File: src/inc/efr_pkg.sv
// constants and types for the enhanced feature control block
// assumes the register bank decodes the channel and hands in a 3-bit offset
package efr_pkg;
	// ************************************************************
	// register map
	// ************************************************************
	localparam logic [2:0] EFR_OFFSET = 3'h2;
	localparam logic [7:0] EFR_RESET = 8'h00;
	localparam logic [7:0] LCR_ENH_KEY = 8'hBF;
	localparam int SFR_GATE_BIT = 2;
	// ************************************************************
	// field positions
	// ************************************************************
	localparam int EFR_AUTO_CTS_BIT = 7;
	localparam int EFR_AUTO_RTS_BIT = 6;
	localparam int EFR_SPECIAL_BIT = 5;
	localparam int EFR_ENH_BIT = 4;
	localparam int EFR_SWFC_MSB = 3;
	localparam int EFR_SWFC_LSB = 0;
	localparam logic [1:0] SWFC_NONE = 2'h0;
	localparam logic [1:0] SWFC_FIRST = 2'h2;
	localparam logic [1:0] SWFC_SECOND = 2'h1;
	localparam logic [1:0] SWFC_BOTH = 2'h3;
	// ************************************************************
	// write masks for the enhanced-function gate
	// ************************************************************
	localparam logic [7:0] FULL_WMASK = 8'hFF;
	localparam logic [7:0] IER_BASE_WMASK = 8'h0F;
	localparam logic [7:0] FCR_BASE_WMASK = 8'hCF;
	localparam logic [7:0] MCR_BASE_WMASK = 8'h1F;
	// ************************************************************
	// interrupt report
	// ************************************************************
	localparam logic [5:0] XOFF_SPECIAL_IID = 6'h10;
	localparam logic [5:0] IID_NONE = 6'h00;
	localparam int XOFF_SPECIAL_PRIORITY = 6;
	localparam int LEVEL_W = 7;
	typedef enum logic [2:0] {
		SEQ_IDLE = 3'b001,
		SEQ_ON1 = 3'b010,
		SEQ_OFF1 = 3'b100
	} seq_state_e;
endpackage

File: src/inc/flow_sel_if.sv
// interface between the control block and its character matcher
// assumes both ends run in one clock domain; all signals are combinational
`timescale 1ns/1ns
interface flow_sel_if;
	logic [3:0] swfc;
	logic [7:0] data;
	logic [7:0] resume_char_first;
	logic [7:0] resume_char_second;
	logic [7:0] halt_char_first;
	logic [7:0] halt_char_second;
	logic eq_on1;
	logic eq_on2;
	logic eq_off1;
	logic eq_off2;
	logic cmp_first;
	logic cmp_second;
	logic rx_double;
	logic tx_first;
	logic tx_second;
	modport matcher (
		input swfc, data, resume_char_first, resume_char_second, halt_char_first, halt_char_second,
		output eq_on1, eq_on2, eq_off1, eq_off2, cmp_first, cmp_second,
		output rx_double, tx_first, tx_second
	);
	modport user (
		output swfc, data, resume_char_first, resume_char_second, halt_char_first, halt_char_second,
		input eq_on1, eq_on2, eq_off1, eq_off2, cmp_first, cmp_second,
		input rx_double, tx_first, tx_second
	);
endinterface

File: src/hw/flow_char_match.sv
// decodes the software flow control field and compares a received character
// assumes the character registers are stable while a character is evaluated
`timescale 1ns/1ns
module flow_char_match (
	flow_sel_if.matcher sel
);
	logic [1:0] tx_code;
	logic [1:0] rx_code;

	function automatic logic hit(input logic [7:0] a, input logic [7:0] b);
		hit = (a == b);
	endfunction

	assign tx_code = sel.swfc[3:2];
	assign rx_code = sel.swfc[1:0];

	// ************************************************************
	// raw comparisons
	// ************************************************************
	assign sel.eq_on1 = hit(sel.data, sel.resume_char_first);
	assign sel.eq_on2 = hit(sel.data, sel.resume_char_second);
	assign sel.eq_off1 = hit(sel.data, sel.halt_char_first);
	assign sel.eq_off2 = hit(sel.data, sel.halt_char_second);

	// ************************************************************
	// field decode
	// ************************************************************
	// transmit side
	assign sel.tx_first = (tx_code == efr_pkg::SWFC_FIRST) || (tx_code == efr_pkg::SWFC_BOTH);
	assign sel.tx_second = (tx_code == efr_pkg::SWFC_SECOND) || (tx_code == efr_pkg::SWFC_BOTH);

	// single-char receive: 11 with one tx pair means either pair
	always_comb begin
		sel.cmp_first = 1'b0;
		sel.cmp_second = 1'b0;
		sel.rx_double = 1'b0;
		case (rx_code)
			efr_pkg::SWFC_FIRST: begin
				sel.cmp_first = 1'b1;
			end
			efr_pkg::SWFC_SECOND: begin
				sel.cmp_second = 1'b1;
			end
			efr_pkg::SWFC_BOTH: begin
				if (tx_code == efr_pkg::SWFC_FIRST || tx_code == efr_pkg::SWFC_SECOND) begin
					sel.cmp_first = 1'b1;
					sel.cmp_second = 1'b1;
				end else begin
					sel.rx_double = 1'b1;
				end
			end
			default: begin
				sel.cmp_first = 1'b0;
			end
		endcase
	end
endmodule

File: src/hw/uart_enhanced_feature_control.sv
// enhanced feature control for one serial channel
// assumes the register bank supplies offset, strobes, line format and special
// function values; flow control characters and fifo levels come from same clock
`timescale 1ns/1ns

// Functional notes
// - register visible only under key, resets zero
// - auto-CTS bit gates transmit start
// - auto-RTS bit drives RTS, else manual
// - special char stored, detection flagged
// - compared second halt char acts, not stored
// - enhanced bit gates writes and sleep
// - upper field bits pick transmit pairs
// - lower field bits pick receive compare
// - double codes need two-character sequences
// - enhanced enable is bit four
// - halt/special reported with code 010000
module uart_enhanced_feature_control (
	input wire logic I_CLK,
	input wire logic I_RST,
	input wire logic [2:0] I_ADDR,
	input wire logic I_WR,
	input wire logic I_RD,
	input wire logic [7:0] I_WDATA,
	output logic [7:0] O_RDATA,
	output logic O_RD_HIT,
	input wire logic [7:0] I_LINE_FORMAT_CTRL,
	input wire logic [7:0] I_SPECIAL_FUNCTION_CTRL,
	input wire logic [7:0] I_RESUME_CHAR_FIRST,
	input wire logic [7:0] I_RESUME_CHAR_SECOND,
	input wire logic [7:0] I_HALT_CHAR_FIRST,
	input wire logic [7:0] I_HALT_CHAR_SECOND,
	input wire logic I_CTS_N,
	input wire logic I_MANUAL_RTS,
	input wire logic [6:0] I_RX_LEVEL,
	input wire logic [6:0] I_RTS_HALT_LEVEL,
	input wire logic [6:0] I_RTS_RESUME_LEVEL,
	output logic O_RTS_N,
	output logic O_TX_START_OK,
	output logic O_TX_SEND_FIRST,
	output logic O_TX_SEND_SECOND,
	input wire logic I_RX_VALID,
	input wire logic [7:0] I_RX_DATA,
	output logic O_RX_PUSH,
	output logic [7:0] O_RX_PUSH_DATA,
	output logic O_XON_SEEN,
	output logic O_XOFF_SEEN,
	output logic O_SPECIAL_SEEN,
	input wire logic I_IID_READ,
	output logic [5:0] O_IID_CODE,
	output logic O_ENH_EN,
	output logic [7:0] O_IER_WMASK,
	output logic [7:0] O_FCR_WMASK,
	output logic [7:0] O_MCR_WMASK,
	output logic O_TCR_TLR_WEN,
	output logic O_SLEEP_ALLOW
);
	logic [7:0] efr_r;
	logic sel;
	logic cts_meta_r;
	logic cts_sync_r;
	logic rts_hold_r;
	logic rts_n_r;
	logic halted_r;
	logic tx_first_r;
	logic tx_second_r;
	logic pend_r;
	efr_pkg::seq_state_e seq_r;
	efr_pkg::seq_state_e seq_nxt;
	logic [7:0] held_r;
	logic replay_v_r;
	logic [7:0] replay_d_r;
	logic in_v;
	logic [7:0] in_d;
	logic push_nxt;
	logic [7:0] push_d_nxt;
	logic xon_nxt;
	logic xoff_nxt;
	logic spec_nxt;
	logic hold_nxt;
	logic replay_nxt;
	logic push_r;
	logic [7:0] push_d_r;
	logic xon_r;
	logic xoff_r;
	logic spec_r;
	logic enh;
	logic special_en;
	flow_sel_if fsel ();

	flow_char_match u_match (
		.sel(fsel)
	);

	// ************************************************************
	// register access
	// ************************************************************
	assign sel = (I_LINE_FORMAT_CTRL == efr_pkg::LCR_ENH_KEY) &&
		!I_SPECIAL_FUNCTION_CTRL[efr_pkg::SFR_GATE_BIT];

	always_ff @(posedge I_CLK) begin
		if (I_RST) begin
			efr_r <= efr_pkg::EFR_RESET;
		end else if (I_WR && sel && I_ADDR == efr_pkg::EFR_OFFSET) begin
			efr_r <= I_WDATA;
		end
	end

	always_ff @(posedge I_CLK) begin
		if (I_RST) begin
			O_RDATA <= 8'h00;
			O_RD_HIT <= 1'b0;
		end else begin
			O_RD_HIT <= I_RD && sel && I_ADDR == efr_pkg::EFR_OFFSET;
			O_RDATA <= (I_RD && sel && I_ADDR == efr_pkg::EFR_OFFSET) ? efr_r : 8'h00;
		end
	end

	// ************************************************************
	// enhanced-function gate
	// ************************************************************
	assign enh = efr_r[efr_pkg::EFR_ENH_BIT];
	assign special_en = efr_r[efr_pkg::EFR_SPECIAL_BIT];
	assign O_ENH_EN = enh;
	assign O_IER_WMASK = enh ? efr_pkg::FULL_WMASK : efr_pkg::IER_BASE_WMASK;
	assign O_FCR_WMASK = enh ? efr_pkg::FULL_WMASK : efr_pkg::FCR_BASE_WMASK;
	assign O_MCR_WMASK = enh ? efr_pkg::FULL_WMASK : efr_pkg::MCR_BASE_WMASK;
	assign O_TCR_TLR_WEN = enh;
	assign O_SLEEP_ALLOW = enh;

	// ************************************************************
	// hardware flow control
	// ************************************************************
	always_ff @(posedge I_CLK) begin
		if (I_RST) begin
			cts_meta_r <= 1'b1;
			cts_sync_r <= 1'b1;
		end else begin
			cts_meta_r <= I_CTS_N;
			cts_sync_r <= cts_meta_r;
		end
	end

	// hysteresis avoids RTS chatter around one level
	always_ff @(posedge I_CLK) begin
		if (I_RST) begin
			rts_hold_r <= 1'b0;
		end else if (I_RX_LEVEL >= I_RTS_HALT_LEVEL) begin
			rts_hold_r <= 1'b1;
		end else if (I_RX_LEVEL <= I_RTS_RESUME_LEVEL) begin
			rts_hold_r <= 1'b0;
		end
	end

	always_ff @(posedge I_CLK) begin
		if (I_RST) begin
			rts_n_r <= 1'b1;
		end else if (efr_r[efr_pkg::EFR_AUTO_RTS_BIT]) begin
			rts_n_r <= rts_hold_r;
		end else begin
			rts_n_r <= !I_MANUAL_RTS;
		end
	end
	assign O_RTS_N = rts_n_r;

	// starts only; a character already shifting out finishes
	assign O_TX_START_OK = (!efr_r[efr_pkg::EFR_AUTO_CTS_BIT] || !cts_sync_r) &&
		!(halted_r && fsel.swfc[1:0] != efr_pkg::SWFC_NONE);

	// ************************************************************
	// software flow control select
	// ************************************************************
	assign fsel.swfc = efr_r[efr_pkg::EFR_SWFC_MSB:efr_pkg::EFR_SWFC_LSB];
	assign fsel.data = in_d;
	assign fsel.resume_char_first = I_RESUME_CHAR_FIRST;
	assign fsel.resume_char_second = I_RESUME_CHAR_SECOND;
	assign fsel.halt_char_first = I_HALT_CHAR_FIRST;
	assign fsel.halt_char_second = I_HALT_CHAR_SECOND;

	always_ff @(posedge I_CLK) begin
		if (I_RST) begin
			tx_first_r <= 1'b0;
			tx_second_r <= 1'b0;
		end else begin
			tx_first_r <= fsel.tx_first;
			tx_second_r <= fsel.tx_second;
		end
	end
	assign O_TX_SEND_FIRST = tx_first_r;
	assign O_TX_SEND_SECOND = tx_second_r;

	// ************************************************************
	// receive character handling
	// ************************************************************
	// a replayed character has priority; next char assumed not in the following cycle
	assign in_v = I_RX_VALID || replay_v_r;
	assign in_d = replay_v_r ? replay_d_r : I_RX_DATA;

	always_comb begin
		seq_nxt = seq_r;
		push_nxt = 1'b0;
		push_d_nxt = in_d;
		xon_nxt = 1'b0;
		xoff_nxt = 1'b0;
		spec_nxt = 1'b0;
		hold_nxt = 1'b0;
		replay_nxt = 1'b0;
		if (!fsel.rx_double) begin
			seq_nxt = efr_pkg::SEQ_IDLE;
			if (in_v) begin
				if ((fsel.eq_on1 && fsel.cmp_first) || (fsel.eq_on2 && fsel.cmp_second)) begin
					xon_nxt = 1'b1;
				end else if (fsel.eq_off1 && fsel.cmp_first) begin
					xoff_nxt = 1'b1;
				end else if (fsel.eq_off2 && fsel.cmp_second) begin
					xoff_nxt = 1'b1;
					spec_nxt = special_en;
				end else begin
					push_nxt = 1'b1;
					spec_nxt = special_en && fsel.eq_off2;
				end
			end
		end else begin
			case (seq_r)
				efr_pkg::SEQ_IDLE: begin
					if (in_v && fsel.eq_on1) begin
						hold_nxt = 1'b1;
						seq_nxt = efr_pkg::SEQ_ON1;
					end else if (in_v && fsel.eq_off1) begin
						hold_nxt = 1'b1;
						seq_nxt = efr_pkg::SEQ_OFF1;
					end else if (in_v) begin
						push_nxt = 1'b1;
						spec_nxt = special_en && fsel.eq_off2;
					end
				end
				efr_pkg::SEQ_ON1, efr_pkg::SEQ_OFF1: begin
					if (in_v) begin
						seq_nxt = efr_pkg::SEQ_IDLE;
						if (seq_r == efr_pkg::SEQ_ON1 && fsel.eq_on2) begin
							xon_nxt = 1'b1;
						end else if (seq_r == efr_pkg::SEQ_OFF1 && fsel.eq_off2) begin
							xoff_nxt = 1'b1;
							spec_nxt = special_en;
						end else begin
							// broken sequence: release the held first char, retry this one
							push_nxt = 1'b1;
							push_d_nxt = held_r;
							replay_nxt = 1'b1;
						end
					end
				end
				default: begin
					seq_nxt = efr_pkg::SEQ_IDLE;
				end
			endcase
		end
	end

	always_ff @(posedge I_CLK) begin
		if (I_RST) begin
			seq_r <= efr_pkg::SEQ_IDLE;
			held_r <= 8'h00;
			replay_v_r <= 1'b0;
			replay_d_r <= 8'h00;
		end else begin
			seq_r <= seq_nxt;
			held_r <= hold_nxt ? in_d : held_r;
			replay_v_r <= replay_nxt;
			replay_d_r <= replay_nxt ? in_d : replay_d_r;
		end
	end

	always_ff @(posedge I_CLK) begin
		if (I_RST) begin
			push_r <= 1'b0;
			push_d_r <= 8'h00;
			xon_r <= 1'b0;
			xoff_r <= 1'b0;
			spec_r <= 1'b0;
		end else begin
			push_r <= push_nxt;
			push_d_r <= push_d_nxt;
			xon_r <= xon_nxt;
			xoff_r <= xoff_nxt;
			spec_r <= spec_nxt;
		end
	end
	assign O_RX_PUSH = push_r;
	assign O_RX_PUSH_DATA = push_d_r;
	assign O_XON_SEEN = xon_r;
	assign O_XOFF_SEEN = xoff_r;
	assign O_SPECIAL_SEEN = spec_r;

	always_ff @(posedge I_CLK) begin
		if (I_RST) begin
			halted_r <= 1'b0;
		end else if (fsel.swfc[1:0] == efr_pkg::SWFC_NONE || xon_nxt) begin
			halted_r <= 1'b0;
		end else if (xoff_nxt) begin
			halted_r <= 1'b1;
		end
	end

	// ************************************************************
	// interrupt report
	// ************************************************************
	// set beats a same-cycle read so no event is lost
	always_ff @(posedge I_CLK) begin
		if (I_RST) begin
			pend_r <= 1'b0;
		end else if (enh && (xoff_nxt || spec_nxt)) begin
			pend_r <= 1'b1;
		end else if (I_IID_READ) begin
			pend_r <= 1'b0;
		end
	end
	assign O_IID_CODE = (pend_r && enh) ? efr_pkg::XOFF_SPECIAL_IID : efr_pkg::IID_NONE;
endmodule

File: config.mk
export PLATFORM = sky130hd
export DESIGN_NAME = uart_enhanced_feature_control
export DESIGN_NICKNAME = d
export VERILOG_FILES = /design/src/inc/efr_pkg.sv /design/src/inc/flow_sel_if.sv /design/src/hw/flow_char_match.sv /design/src/hw/uart_enhanced_feature_control.sv
export SDC_FILE = /design/constraint.sdc
export NUM_CORES = 1
export LEC_CHECK = 0
export ABC_CLOCK_PERIOD_IN_PS = 2410
export BUFFER_PORTS_ARGS = -buffer_cell sky130_fd_sc_hd__buf_4
export CORE_MARGIN = 2
export CORE_UTILIZATION = 41
export CTS_CLUSTER_SIZE = 12
export DETAILED_ROUTE_END_ITERATION = 8
export PLACE_DENSITY = 0.74
export SETUP_SLACK_MARGIN = 0.4
export SLEW_MARGIN = 20
export SYNTH_ARGS = -nofsm -noshare
export SYNTH_HDL_FRONTEND = slang
export SYNTH_SLANG_ARGS = --single-unit
File: constraint.sdc
create_clock -name I_CLK -period 2.41 [get_ports I_CLK]
set_clock_uncertainty 0.2 [all_clocks]
set_input_delay 0.241 -clock I_CLK [delete_from_list [all_inputs] [get_ports I_CLK]]
set_output_delay 0.241 -clock I_CLK [all_outputs]
set_load 0.05 [all_outputs]
==> metrics.cfg <==
[drt]
antenna_left = 0
wirelength_um = 9352
num_vias = 3236
drt_first_pass_iters = 4
drcViolationCount = 0
wl_per_cell_um = 13.75
drt_iter0_drc = 85
vias_per_cell = 4.759

[logic_synthesis]
ys_ff_latch = 57
yosysMostFrequentCell = dfxtp_1
yosysTopAreaCellShare_pct = 33.64
syn_inst = 379
synth_cell_types = 53
synth_compound_area_share_pct = 9.923
synth-adder-area-share_pct = 6.271
syn-cell-area_um2 = 3392
synth-simple-area-share_pct = 19.22
syn_avg_cell_area_um2 = 8.950
yosysWarnings = 0
ys_seq_area_share_pct = 33.64
synthTopCellsByCount = dfxtp_1, nor2_1, buf_4, xnor2_1, inv_1
ys_top_cells_by_area = dfxtp_1, xnor2_1, buf_4, ha_1, nor2_1
synth_mux_area_share_pct = 10.29
synth_xor_area_share_pct = 8.521
ys.flop_type = dfxtp_1
synth_edf_count = 0
synth_area_leader_cell = dfxtp_1
async_flop_share_pct = 0
synth_top_family_by_area = simple AND/OR/NAND/NOR gates

[setup_path]
critPathSlowestCell = dfxtp_4
cp.arrival_ns = 2.70
path_class = register to register
path_max_fanout = 6
rr_startpoint = replay_v_r$_SDFF_PP0_
start_kind = register
path_common_cell = buf_4
required_ns = 2.44
critPathCaptureType = register
rrSetupSlack_ns = -0.26
path_buf_inv = 3
rr_endpoint = pend_r$_SDFFE_PP0P_
slowest_delay_ns = 0.38
crit_family = compound AO/OA/AOI/OAI gates
r2r_cells = 11
worstPathCellList = buf_12 > mux2i_4 > xnor2_2 > nor4_2 > buf_4 > buf_4 > a31oi_2 > a41oi_2 > o22ai_2 > a32o_1 > a21o_1

[power]
seqPwrFrac_pct = 42.2
pwr-share-clk_pct = 34.5
p_int_mw = 1.581
p_leak_nw = 2.504
power_density_nw_per_um2 = 420.8
p_sw_share_pct = 30.19
peakVddDrop_uv = 248.1
switchingPower_uw = 683.6
combPwrFrac_pct = 23.2

[floorplanning]
die-area_um2 = 9016
fp.dieH_um = 94.96
start_util_pct = 41.70
coreArea_um2 = 8134
die_w_um = 94.96
ios = 154
rows = 33

[clock_tree]
htree_levels = 3
cts.path.max_buffers = 2
tritoncts = yes
cts_sinks = 57
cts-root-buf = clkbuf_8
cts.reportedPaths.clkPinSlew_ns = 0.08
clk-insertion-delay-late_ns = 0.34
numCtsBuffers = 9

[cells_and_area]
postLayoutCellArea_um2 = 5381
final_util_pct = 66.16
n_antenna_cell = 0
drive_above_1_share_pct = 47.83
syn2layout_area_growth_pct = 58.65
nets = 683
n_fill_cell = 643

[timing]
rsz0062_at_grt = true
setup_ws_ns = -0.2554
slew_viol_final = 0
max_freq_mhz = 375.2
max_slew.worst_pin.slew_ns = 0.5503
finalHoldWorstSlack_ns = 0.002435
finalSetupTns_ns = -5.289
setup_violations = 29
final.min_clock_period_ns = 2.665
final_hold_viol_count = 0
min_period_over_period_pct = 110.6
slew_headroom_pct = 63.21

[grt]
grt_pass1_vias = 3076
gr-usage-all-layers_pct = 20.27
antenna_found_initial = 0
grt_max_degree = 48
grt_pass1_wl_um = 14160
gr-total-overflow = 0

[placed_design]
dp_hpwl_um = 6521
port_buffers = 126
place_congestion = 0.9157
place_area_um2 = 4588
preCtsSetupSlack_ns = -0.5455

[worst_hold_path]
hp-start = I_MANUAL_RTS
whs_endpoint = O_RTS_N$_SDFF_PP1_
min_path_type = primary input to register
hold_path_depth = 4

[flow_run]
maxCapViolCount = 0

[run_status]
violations = negative setup slack
outcome = finished, violations left

per-stage QoR:
step / instances / power [mW]
finish: 680 / 2.264
global placement: 616 / 1.432
floorplan: 397 / 1.266
global route: 680 / 2.363
CTS: 670 / 2.251
detailed placement: 616 / 1.435
how the worst max path moves through the flow:
stage | startpoint | endpoint | depth (start not counted)
after CTS | replay_v_r$_SDFF_PP0_ | held_r[1]$_SDFFE_PP0P_ | 10
after global routing | replay_v_r$_SDFF_PP0_ | held_r[7]$_SDFFE_PP0P_ | 11
after floorplan | replay_v_r$_SDFF_PP0_ | held_r[7]$_SDFFE_PP0P_ | 10
after global placement | replay_v_r$_SDFF_PP0_ | pend_r$_SDFFE_PP0P_ | 8
final | replay_v_r$_SDFF_PP0_ | pend_r$_SDFFE_PP0P_ | 11
after detailed placement | replay_v_r$_SDFF_PP0_ | pend_r$_SDFFE_PP0P_ | 8
sequential cells by signal (all words and copies together), names as in the netlist, 3 cells and up:
name and cells:
O_RDATA 8, O_RX_PUSH_DATA 8, efr_r 8, held_r 8, seq_r 3, replay_d_r 8
layer usage:
metal,GRT usage (%),routed length (µm),up-vias
met5,0,0,-
met4,7.729,209,0
met3,4.469,398,16
met2,35.70,4854,101
met1,23.95,3889,1514
li1,-,-,1605
kinds of logic after synthesis:
family / after synthesis
AND/OR/NAND/NOR: 123
XOR/XNOR: 33
AO/OA/AOI/OAI: 51
other: 2
flip-flops: 57
buffers and inverters: 71
multiplexers: 25
adder cells (fa/ha/maj): 17
worst reg2reg max path, stage by stage, from the launching register on:
cell     delay, ns
dfxtp_4       0.38
buf_12        0.14
mux2i_4       0.30
xnor2_2       0.09
nor4_2        0.34
buf_4         0.18
buf_4         0.10
a31oi_2       0.09
a41oi_2       0.20
o22ai_2       0.12
a32o_1        0.26
a21o_1        0.14
layout make-up:
class | count | area (µm²) | share of cell area, %
clock inverters | 7 | 46.29 | 0.8603
well taps | 105 | 131.4 | 2.441
repair buffers | 207 | 1680 | 31.23
inverters | 26 | 97.59 | 1.814
flip-flops and latches | 57 | 1145 | 21.27
clock buffers | 9 | 123.9 | 2.302
multi-input cells | 269 | 2157 | 40.08
power groups by stage:
stage	clock network, mW	registers, mW	logic, mW
after floorplan	0	1.01	0.256
after CTS	0.796	0.956	0.499
final	0.782	0.956	0.526
after detailed placement	0	0.979	0.456
after global placement	0	0.979	0.453
after global routing	0.841	0.957	0.565
repair_timing:
item,4_1_cts,5_1_grt
hold buffers,11,0
setup buffers,26,10
gates cloned,1,0
resized for setup,19,20
pin swaps,5,6
endpoints found under the hold margin,11,0
setup endpoints to repair,34,34
cells in the final DEF, fill, tap and decap left out, drive strengths merged, types with 4 or more instances in the layout:
cell and n:
mux2 6, xnor2 32, dlygate4sd3 11, conb 20, inv 27, clkbuf 9, nor4 12, dfxtp 57
a21oi 20, nand2b 8, nor2b 5, nand3 4, mux2i 19, a21o 4, a211oi 6, ha 17
nor3 5, buf 196, o21ai 6, nand2 13, and2 11, nor2 53
No activity file was read; power rests on OpenSTA's default activity.
